[src/hw/csr_pkg.sv]
// constants for the channel setup function register block
// assumes a 16-bit accumulator parcel and 4-bit function codes
package csr_pkg;
  // function codes as issued by the io_processor
  localparam logic [3:0] CSR_FN_LOAD_ADDR = 4'hC;
  localparam logic [3:0] CSR_FN_ENTER_COUNT = 4'hD;
  localparam logic [3:0] CSR_FN_DEV_ADDR = 4'hE;
  localparam logic [3:0] CSR_FN_OUT_TAGS = 4'hF;
  // load-address parcel bits
  localparam int CSR_LA_SEL_BIT = 0;
  localparam int CSR_LA_CHAIN_BIT = 1;
  // device address and mode fields
  localparam int CSR_DA_ADDR_LSB = 0;
  localparam int CSR_DA_SKIP_BIT = 8;
  localparam int CSR_DA_STACK_BIT = 9;
  localparam int CSR_DA_CHAIN_LSB = 10;
  localparam int CSR_DA_IRQ_LSB = 12;
  localparam int CSR_DA_PROTO_LSB = 14;
  // output tag control fields
  localparam int CSR_OT_TAG_LSB = 0;
  localparam int CSR_OT_GATE_BIT = 10;
  localparam int CSR_OT_STROBE_BIT = 11;
  localparam int CSR_OT_CLOCK_BIT = 12;
  localparam int CSR_OT_INHIBIT_BIT = 13;
  localparam int CSR_OT_FORCE_BIT = 14;
  localparam int CSR_OT_TEST_BIT = 15;
  // values after reset
  localparam logic [15:0] CSR_RST_WORD = 16'h0000;
  localparam logic [8:0] CSR_RST_SYNC = 9'h000;
  // command chaining and protocol encodings
  localparam logic [1:0] CSR_CHAIN_NONE = 2'h0;
  localparam logic [1:0] CSR_CHAIN_CE = 2'h1;
  localparam logic [1:0] CSR_CHAIN_DE = 2'h2;
  localparam logic [1:0] CSR_CHAIN_EITHER = 2'h3;
  localparam logic [1:0] CSR_PROTO_SELECTOR = 2'h0;
  localparam logic [1:0] CSR_PROTO_STREAM = 2'h1;
  localparam logic [1:0] CSR_PROTO_BLOCK = 2'h2;
  // enter-count sequencing
  typedef enum logic [1:0] {
    CSR_EC_IDLE = 2'b00,
    CSR_EC_FIRST = 2'b01,
    CSR_EC_SECOND = 2'b10
  } csr_ec_type;
endpackage : csr_pkg

[src/hw/csr_channel_setup.sv]
// per-channel setup registers loaded by io_processor functions
// assumes function strobe, parcel and byte strobes come from logic on
// i_sys_clk; inbound bus lines and parity error come from pins
`timescale 1ns/1ps

module csr_channel_setup
  import csr_pkg::*;
#(
  parameter int ACC_W = 16
) (
  // clock and reset
  input wire logic i_sys_clk,
  input wire logic i_rstn,
  // function port from the io_processor
  input wire logic i_func_valid,
  input wire logic [3:0] i_func_code,
  input wire logic [ACC_W-1:0] i_acc,
  // transfer events from the channel sequencer
  input wire logic i_byte_strobe,
  input wire logic i_transfer_end,
  input wire logic i_read_xfer,
  input wire logic i_mem_write_req,
  input wire logic [7:0] i_out_data,
  // inbound channel pins
  input wire logic [7:0] i_bus_in,
  input wire logic i_bus_in_par_err,
  // channel pins outbound
  output logic [9:0] o_tags,
  output logic [7:0] o_bus_out,
  output logic o_bus_out_par,
  output logic o_clock_out,
  output logic o_test_point,
  // status and mode towards the rest of the channel
  output logic [ACC_W-1:0] o_start_addr0,
  output logic [ACC_W-1:0] o_start_addr1,
  output logic o_addr_sel,
  output logic o_chain_en,
  output logic [ACC_W-1:0] o_byte_count,
  output logic [ACC_W-1:0] o_next_count,
  output logic [ACC_W-1:0] o_dev_addr_mode,
  output logic o_skip,
  output logic o_stack_status,
  output logic [1:0] o_chain_mode,
  output logic [1:0] o_irq_mode,
  output logic [1:0] o_protocol,
  output logic o_mem_write,
  output logic o_parity_err,
  output logic o_chain_irq,
  output logic o_count_zero_irq
);

  typedef struct packed {
    logic [8:0] sync1;
    logic [8:0] sync2;
    logic [8:0] sync3;
    logic [8:0] stable;
    logic [ACC_W-1:0] addr0;
    logic [ACC_W-1:0] addr1;
    logic sel;
    logic chain_en;
    logic chain_irq;
    logic xfer_done;
    csr_ec_type ec;
    logic [ACC_W-1:0] count;
    logic [ACC_W-1:0] next_count;
    logic [ACC_W-1:0] dev;
    logic [ACC_W-1:0] otag;
    logic force_par;
    logic test_point;
    logic zero_irq;
    logic [7:0] bus_out;
    logic bus_par;
    logic par_err;
    logic mem_we;
  } csr_state_type;

  localparam csr_state_type CSR_RST_STATE = '{
    sync1: CSR_RST_SYNC, sync2: CSR_RST_SYNC, sync3: CSR_RST_SYNC,
    stable: CSR_RST_SYNC, addr0: CSR_RST_WORD, addr1: CSR_RST_WORD,
    sel: 1'b0, chain_en: 1'b0, chain_irq: 1'b0, xfer_done: 1'b0,
    ec: CSR_EC_IDLE, count: CSR_RST_WORD, next_count: CSR_RST_WORD,
    dev: CSR_RST_WORD, otag: CSR_RST_WORD, force_par: 1'b0,
    test_point: 1'b0, zero_irq: 1'b0, bus_out: 8'h00, bus_par: 1'b1,
    par_err: 1'b0, mem_we: 1'b0};

  logic [1:0] rst_pipe_reg;
  logic rst_n;
  csr_state_type state_reg;
  csr_state_type state_next;
  logic [7:0] out_byte;

  always_ff @(posedge i_sys_clk or negedge i_rstn) begin
    if (!i_rstn) begin
      rst_pipe_reg <= 2'h0;
    end else begin
      rst_pipe_reg <= {rst_pipe_reg[0], 1'b1};
    end
  end
  assign rst_n = rst_pipe_reg[1];

  always_comb begin
    state_next = state_reg;
    // pin synchroniser; a change counts once stages two and three agree
    state_next.sync1 = {i_bus_in_par_err, i_bus_in};
    state_next.sync2 = state_reg.sync1;
    state_next.sync3 = state_reg.sync2;
    if (state_reg.sync2 == state_reg.sync3) begin
      state_next.stable = state_reg.sync3;
    end
    state_next.zero_irq = 1'b0;
    if (i_byte_strobe) begin
      state_next.force_par = 1'b0;
    end
    if (i_func_valid) begin
      state_next.test_point = 1'b0;
      state_next.ec = CSR_EC_IDLE;
      unique case (i_func_code)
        CSR_FN_LOAD_ADDR: begin
          if (i_acc[CSR_LA_SEL_BIT]) begin
            state_next.addr1 = i_acc;
          end else begin
            state_next.addr0 = i_acc;
          end
          state_next.sel = i_acc[CSR_LA_SEL_BIT];
          if (i_acc[CSR_LA_CHAIN_BIT]) begin
            state_next.chain_en = 1'b1;
          end
          if (state_reg.xfer_done) begin
            state_next.chain_irq = 1'b0;
            state_next.xfer_done = 1'b0;
          end
          state_next.ec = CSR_EC_FIRST;
        end
        CSR_FN_ENTER_COUNT: begin
          if (state_reg.ec == CSR_EC_SECOND) begin
            state_next.next_count = i_acc;
          end else begin
            state_next.count = i_acc;
            state_next.ec = CSR_EC_SECOND;
          end
        end
        CSR_FN_DEV_ADDR: begin
          state_next.dev = i_acc;
        end
        CSR_FN_OUT_TAGS: begin
          state_next.otag = i_acc;
          state_next.force_par = i_acc[CSR_OT_FORCE_BIT];
          state_next.test_point = i_acc[CSR_OT_TEST_BIT];
        end
        default: begin
        end
      endcase
    end
    if (i_byte_strobe && state_reg.count != CSR_RST_WORD) begin
      state_next.count = state_reg.count - 1'b1;
      if (state_reg.count == 16'h0001) begin
        if (state_reg.chain_en) begin
          state_next.count = state_reg.next_count;
          state_next.sel = ~state_reg.sel;
          state_next.chain_irq = 1'b1;
        end else begin
          state_next.zero_irq = 1'b1;
        end
      end
    end
    if (i_transfer_end) begin
      state_next.chain_en = 1'b0;
      state_next.xfer_done = 1'b1;
    end
    if (state_reg.otag[CSR_OT_STROBE_BIT]) begin
      state_next.dev[7:0] = state_reg.stable[7:0];
    end
    out_byte = state_reg.otag[CSR_OT_GATE_BIT] ? state_reg.dev[7:0]
                                               : i_out_data;
    state_next.bus_out = out_byte;
    state_next.bus_par = ~(^out_byte) ^ state_reg.force_par;
    state_next.par_err = state_reg.stable[8] &
                         ~state_reg.otag[CSR_OT_INHIBIT_BIT];
    state_next.mem_we = i_mem_write_req &
                        ~(i_read_xfer & state_reg.dev[CSR_DA_SKIP_BIT]);
  end

  always_ff @(posedge i_sys_clk or negedge rst_n) begin
    if (!rst_n) begin
      state_reg <= CSR_RST_STATE;
    end else begin
      state_reg <= state_next;
    end
  end

  assign o_tags = state_reg.otag[9:0];
  assign o_bus_out = state_reg.bus_out;
  assign o_bus_out_par = state_reg.bus_par;
  assign o_clock_out = state_reg.otag[CSR_OT_CLOCK_BIT];
  assign o_test_point = state_reg.test_point;
  assign o_start_addr0 = state_reg.addr0;
  assign o_start_addr1 = state_reg.addr1;
  assign o_addr_sel = state_reg.sel;
  assign o_chain_en = state_reg.chain_en;
  assign o_byte_count = state_reg.count;
  assign o_next_count = state_reg.next_count;
  assign o_dev_addr_mode = state_reg.dev;
  assign o_skip = state_reg.dev[CSR_DA_SKIP_BIT];
  assign o_stack_status = state_reg.dev[CSR_DA_STACK_BIT];
  assign o_chain_mode = state_reg.dev[CSR_DA_CHAIN_LSB +: 2];
  assign o_irq_mode = state_reg.dev[CSR_DA_IRQ_LSB +: 2];
  assign o_protocol = state_reg.dev[CSR_DA_PROTO_LSB +: 2];
  assign o_mem_write = state_reg.mem_we;
  assign o_parity_err = state_reg.par_err;
  assign o_chain_irq = state_reg.chain_irq;
  assign o_count_zero_irq = state_reg.zero_irq;

  logic fn_la;
  logic fn_ec;
  logic fn_ot;
  assign fn_la = i_func_valid && i_func_code == CSR_FN_LOAD_ADDR;
  assign fn_ec = i_func_valid && i_func_code == CSR_FN_ENTER_COUNT;
  assign fn_ot = i_func_valid && i_func_code == CSR_FN_OUT_TAGS;

  load_addr_a: assert property (
    @(posedge i_sys_clk) disable iff (!rst_n)
    fn_la && !i_acc[0] |=> o_start_addr0 == $past(i_acc) && !o_addr_sel)
    else $error("start address 0 not loaded");

  chain_hold_a: assert property (
    @(posedge i_sys_clk) disable iff (!rst_n)
    fn_la && i_acc[1] && !i_transfer_end |=> o_chain_en)
    else $error("chaining not enabled");

  second_count_a: assert property (
    @(posedge i_sys_clk) disable iff (!rst_n)
    fn_la ##1 fn_ec && !i_byte_strobe ##1 fn_ec && !i_byte_strobe
    |=> o_next_count == $past(i_acc) && o_byte_count == $past(i_acc, 2))
    else $error("enter-count order wrong");

  count_zero_a: assert property (
    @(posedge i_sys_clk) disable iff (!rst_n)
    i_byte_strobe && o_byte_count == 16'h0001 && !o_chain_en
    |=> o_count_zero_irq ##1 !o_count_zero_irq)
    else $error("zero count interrupt missing");

  chain_reload_a: assert property (
    @(posedge i_sys_clk) disable iff (!rst_n)
    i_byte_strobe && o_byte_count == 16'h0001 && o_chain_en && !fn_ec
    |=> o_byte_count == $past(o_next_count) && o_addr_sel != $past(o_addr_sel)
        && o_chain_irq)
    else $error("segment reload failed");

  skip_store_a: assert property (
    @(posedge i_sys_clk) disable iff (!rst_n)
    i_read_xfer && o_skip |=> !o_mem_write)
    else $error("store during skip");

  gate_addr_a: assert property (
    @(posedge i_sys_clk) disable iff (!rst_n)
    state_reg.otag[CSR_OT_GATE_BIT]
    |=> o_bus_out == $past(o_dev_addr_mode[7:0]))
    else $error("address not on outbound bus");

  force_once_a: assert property (
    @(posedge i_sys_clk) disable iff (!rst_n)
    fn_ot && i_acc[14] ##1 i_byte_strobe && !fn_ot
    ##1 !fn_ot [*2] |-> o_bus_out_par == ~(^o_bus_out))
    else $error("parity forced beyond one byte");

  test_point_a: assert property (
    @(posedge i_sys_clk) disable iff (!rst_n)
    o_test_point && i_func_valid && !fn_ot |=> !o_test_point)
    else $error("test point not cleared");

  inhibit_par_a: assert property (
    @(posedge i_sys_clk) disable iff (!rst_n)
    state_reg.otag[CSR_OT_INHIBIT_BIT] |=> !o_parity_err)
    else $error("parity error reported while inhibited");

endmodule : csr_channel_setup

[config.mk]
export PLATFORM = sky130hd
export DESIGN_NAME = csr_channel_setup
export DESIGN_NICKNAME = d
export VERILOG_FILES = /design/src/hw/csr_pkg.sv /design/src/hw/csr_channel_setup.sv
export SDC_FILE = /design/constraint.sdc
export NUM_CORES = 1
export LEC_CHECK = 0
export BUFFER_PORTS_ARGS = -buffer_cell sky130_fd_sc_hd__buf_2
export CORE_UTILIZATION = 53
export CTS_BUF_LIST = sky130_fd_sc_hd__clkbuf_16
export DETAILED_ROUTE_END_ITERATION = 16
export PLACE_DENSITY_LB_ADDON = 0.15
export SLEW_MARGIN = 20
export SYNTH_ARGS = -nofsm -noshare
export SYNTH_HDL_FRONTEND = slang
export SYNTH_SLANG_ARGS = --single-unit
[constraint.sdc]
create_clock -name i_sys_clk -period 5.9 [get_ports i_sys_clk]
set_clock_uncertainty 0.2 [all_clocks]
set_input_delay 0.59 -clock i_sys_clk [delete_from_list [all_inputs] [get_ports i_sys_clk]]
set_output_delay 0.59 -clock i_sys_clk [all_outputs]
set_load 0.1 [all_outputs]
=== Yosys cells after proc, flatten, opt, wreduce, memory -nomap -nowiden ===
Index checks and enable logic that the tools add are counted.

* Add/sub/neg operators: 1
* Equality and inequality tests: 8
* Multiplexer cells: 27
* Bitwise gates (word level): 9
* Reduce and logical (&&, ||, !) cells: 19

{| class="wikitable"
|+ Operators with widths
! kind !! count
|-
| 16-bit two-way mux || 5
|-
| 72-bit two-way mux || 1
|-
| 18-bit two-way mux || 2
|-
| 32-bit two-way mux || 1
|-
| 16-bit by 1-bit equality test with 1-bit output, second input constant || 1
|-
| 4-bit equality test, second input constant || 4
|-
| 8-bit two-way mux || 2
|-
| 16-bit nonzero test || 1
|-
| 16-bit by 1-bit subtractor with 16-bit output, second input constant || 1
|-
| 3-bit AND reduction || 5
|-
| 2-bit nonzero test || 7
|-
| 1-bit two-way mux || 13
|-
| 9-bit equality test || 1
|-
| 2-bit AND reduction || 4
|-
| 8-bit XOR reduction || 1
|-
| 1-bit inverter || 5
|-
| 4-bit two-way mux || 1
|-
| 2-bit case mux with 2 select lines || 1
|-
| 1-bit bitwise AND || 3
|-
| 2-bit equality test, second input constant || 1
|-
| 2-bit two-way mux || 1
|-
| 2-bit by 1-bit inequality test with 1-bit output, second input constant || 1
|-
| 1-bit logical AND || 1
|-
| 1-bit XOR || 1
|}

* Register bits after elaboration: 153
* Bits of input ports: 44
* Output and inout port bits: 115
* Word-level logic and storage cells: 88

=== Logic depth before layout (Yosys ltp) ===
* Word-level depth: 7
* Mapped depth: 9
* Mapped depth without buffers: 8

=== Worst setup path before layout ===
Ideal clock, no wire load.

* Path kind: flip-flop to flip-flop
* From: register state_reg (netlist bit o_chain_en)
* To: register state_reg (netlist bit o_byte_count[2])
* Setup time: 0.124 ns
* Arrival time: 1.940 ns
* Data required time: 5.576 ns
* Setup slack: 3.636 ns
* Stages on the path, launching flop included: 8
* Path buffers: 1
* Period minus slack after synthesis: 2.264 ns
* Cell sequence: dfrtp_1 nor4b_1 nand4_1 clkbuf_1 nor2_1 mux2i_1 o31ai_1 nand2_1

* Word-level cells in the longest chain between the ends: 3

{| class="wikitable"
|+ Ends and longest elaborated chain
! item !! line !! source
|-
| start: declaration || csr_channel_setup.sv:88 || <nowiki>csr_state_type state_reg;</nowiki>
|-
| start signal: assignment || csr_channel_setup.sv:187 || <nowiki>state_reg <= state_next;</nowiki>
|-
| 16-bit two-way mux || csr_channel_setup.sv:157 || <nowiki>if (state_reg.chain_en) begin</nowiki>
|-
| 16-bit two-way mux || csr_channel_setup.sv:156 || <nowiki>if (state_reg.count == 16'h0001) begin</nowiki>
|-
| 16-bit two-way mux || csr_channel_setup.sv:154 || <nowiki>if (i_byte_strobe && state_reg.count != CSR_RST_WORD) begin</nowiki>
|}

Every way passes these cells.
A chain may end at the register's enable or synchronous reset.

=== Final worst setup path ===
* From: register state_reg (netlist bit o_byte_count[1])
* To: register state_reg (netlist bit o_byte_count[5])

* Word-level cells in the longest chain between the ends: 4
* Elaborated cells on any way between the ends: 11
* Classes of those cells: add/sub (1); eq/ne (2); mux (3); reduce/logical (5)

{| class="wikitable"
|+ Ends and longest elaborated chain
! item !! line
|-
| 16-bit by 1-bit subtractor with 16-bit output or 16-bit nonzero test (tied branches) || csr_channel_setup.sv:155, csr_channel_setup.sv:154
|-
| 16-bit two-way mux or 1-bit logical AND (tied branches) || csr_channel_setup.sv:157, csr_channel_setup.sv:154
|-
| 16-bit two-way mux (tied with other cells) || csr_channel_setup.sv:156
|-
| 16-bit two-way mux or 3-bit AND reduction (tied branches) || --
|}

Parallel ways exist; a longest one is shown, timed or not.

==> reports/qor.txt <==
maxcap violations: 0
part of the Yosys area used for sequential elements: 53.2%
fmax: 0.398 GHz
All-Layer GR Usage: 22.2%
Synth Net Count: 611
clock sinks: 151
final core utilization: 60.9%
post-synthesis cell area: 7110 um^2
CP required: 6000 ps
most area-consuming cells after synthesis: dfrtp_1 (53%), mux2_2 (13%), buf_4 (11%), mux2i_1 (3.2%), nand2_1 (1.5%)
crit share post-route: 42.6%
cells after synthesis: 565
hpwl dp: 10200 um
final hold violations: 0
Avg Inst Size Synth: 12.6 um^2
largest area contributor in the netlist: dfrtp_1
Pleak: 3.79 nW
Die Area: 13900 um^2
fillcell total: 1082
worst hold path stage count: 1
largest net degree at the start of global routing: 55
CP bufs+invs: 1
most common cell after layout, fill and taps aside: buf_2
Clock Pin Slew Worst Setup and Hold Paths: 60 ps
max FFs per register: 25
drt via density: 5.24
number of flops mapped to enable cells by yosys: 0
CP startpoint kind: flop
Hold Crit Class: in2reg
WL final: 14500 um
Die Height: 118 um
DR iter-0 viols: 171
Worst path depth: 8
Via Count: 4243
worst-margin pin slew: 1100 ps
Die X: 118 um
worst skew pair latency: 420 ps
RSZ-0062 raised after global routing: false
TNS Setup: 0 ps
peak supply drop: 351 uV
Primary FF master, synth: dfrtp_1
Worst Path Arrival: 2610 ps
TritonCTS buffer count: 17
clk root buf: clkbuf_16
Pwr Total: 4.05 mW
IO Port Bufs: 157
first-pass GRT wire length: 23500 um
# DRC: 0
flip-flop and latch count after synthesis: 151
number of I/O pins: 159
fraction of layout cells with a size suffix above 1: 47.4%
Synth-to-Final Area Change: 9.84%
max-slew violations: 0
Core Rows: 41
Yosys top cell area share: 52.8%
vias in the first global route: 4333
# setup viols final: 0
CTS tree: done
WS Path Type: reg2reg
commonest cells after routing, fill and taps aside: buf_2 (157), dfrtp_1 (149), mux2_2 (84), nand2_1 (29), mux2i_1 (23)
Clock Tree Buf Depth: 2
status: finished, final reports clean
ratio of total power to cell area: 519 nW/um^2
H-tree depth: 4
Reg2Reg Depth: 8
drt first pass iters: 5
slowest CP cell: nand4_1
CP max FO: 14
gr ovfl total: 0
Initial Util: 55.4%
core area: 12800 um^2
Ant. Diodes: 0
Wirelength per Cell: 17.9 um
max_slew headroom: 26.8%
slowest stage delay, CP: 610 ps
post-synth cell types: 55
Post-CTS Resized: 0
min Tclk post-route: 2510 ps
initial antenna violation count: 0
Nets: 670
placer congestion estimate: 0.821
Post-synth ARST share: 100%
Final ANT Viol Nets: 0
CP endpoint kind: flop
crit-path cells: inv_1 -> ha_1 -> nor4b_1 -> nand4_1 -> nor2_1 -> mux2i_1 -> a21oi_1 -> o21ai_1
synth warn: 0
cell family with most CP delay: simple AND/OR/NAND/NOR gates
## final cells by class
cell class | instances | area, um^2 | area share (%)
clock inverters | 15 | 128 | 1.64
clock buffers | 17 | 425 | 5.45
repair buffers | 161 | 818 | 10.5
flip-flops and latches | 151 | 3780 | 48.5
well taps | 172 | 215 | 2.76
inverters | 7 | 26.3 | 0.337
multi-input cells | 286 | 2410 | 30.9
## repair_timing
action,4_1_cts,5_1_grt
setup buffers,0,0
hold buffers,1,0
hold endpoints to repair,2,0
## stage by stage
| step | worst slack (ps) | hold WS [ps] | cells | instance area [um^2] |
|---|---|---|---|---|
| after global placement | 3240 | 133 | 776 | 7240 |
| after global routing | 3140 | 58.9 | 809 | 7800 |
| after floorplan | 1180 | 94.4 | 565 | 7110 |
| after detailed placement | 3070 | 135 | 776 | 7240 |
| final | 3390 | 78.7 | 809 | 7800 |
| after CTS | 3130 | 63.9 | 809 | 7800 |
## layer usage
layer / routed length (um) / global-route usage (%) / up-vias
met2: 7020 / 35.3 / 110
li1: - / - / 1971
met3: 790 / 5.96 / 13
met5: 0 / 0 / -
met1: 6530 / 29.7 / 2149
met4: 171 / 7.21 / 0
## report_power, final
part / leakage, nW / total [mW] / internal (mW) / switching [mW]
clock: 0.258 / 1.01 / 0.579 / 0.430
combinational: 1.63 / 1.68 / 0.314 / 1.36
sequential: 1.91 / 1.36 / 1.19 / 0.167
## kinds of logic (layout without fill, tap and decap cells)
kind of cell	after synthesis	in the layout	share of synthesized area [%]
AO/OA/AOI/OAI	57	57	5.56
flip-flops	151	151	53.2
XOR/XNOR	23	23	3.22
AND/OR/NAND/NOR	95	95	7.91
buffers and inverters	128	200	13.1
adder cells (fa/ha/maj)	2	2	0.352
other	2	2	0.106
multiplexers	107	107	16.6
## synth_stat cells (all sizes together), types with 3 or more instances
cell type  count
nor2b          4
a21o           3
mux2i         23
o211ai         8
nor4b          3
a21oi          4
o22ai          3
nand4          4
nor3           6
inv            7
dfrtp        150
nand2         30
xnor2         10
nor4           5
xor2          11
mux2          84
clkbuf         6
buf          115
or3            6
o21ai         29
nand3         12
nor2          18
## worst paths after layout
check                                                endpoint                        start  slack, ps
worst max-delay path              o_byte_count[5]$_DFFE_PN0P_  o_byte_count[1]$_DFFE_PN0P_       3390
worst min-delay path                state_next[134]$_DFF_PN0_                  i_bus_in[0]         80
worst max register to register    o_byte_count[5]$_DFFE_PN0P_  o_byte_count[1]$_DFFE_PN0P_       3390
worst min register to register      state_next[131]$_DFF_PN0_    state_next[140]$_DFF_PN0_        150
max in group asynchronous         o_next_count[0]$_DFFE_PN0P_    rst_pipe_reg[1]$_DFF_PN0_       4160
min in group asynchronous       o_start_addr1[11]$_DFFE_PN0P_    rst_pipe_reg[1]$_DFF_PN0_        180
(Power assumes the default switching activity.)
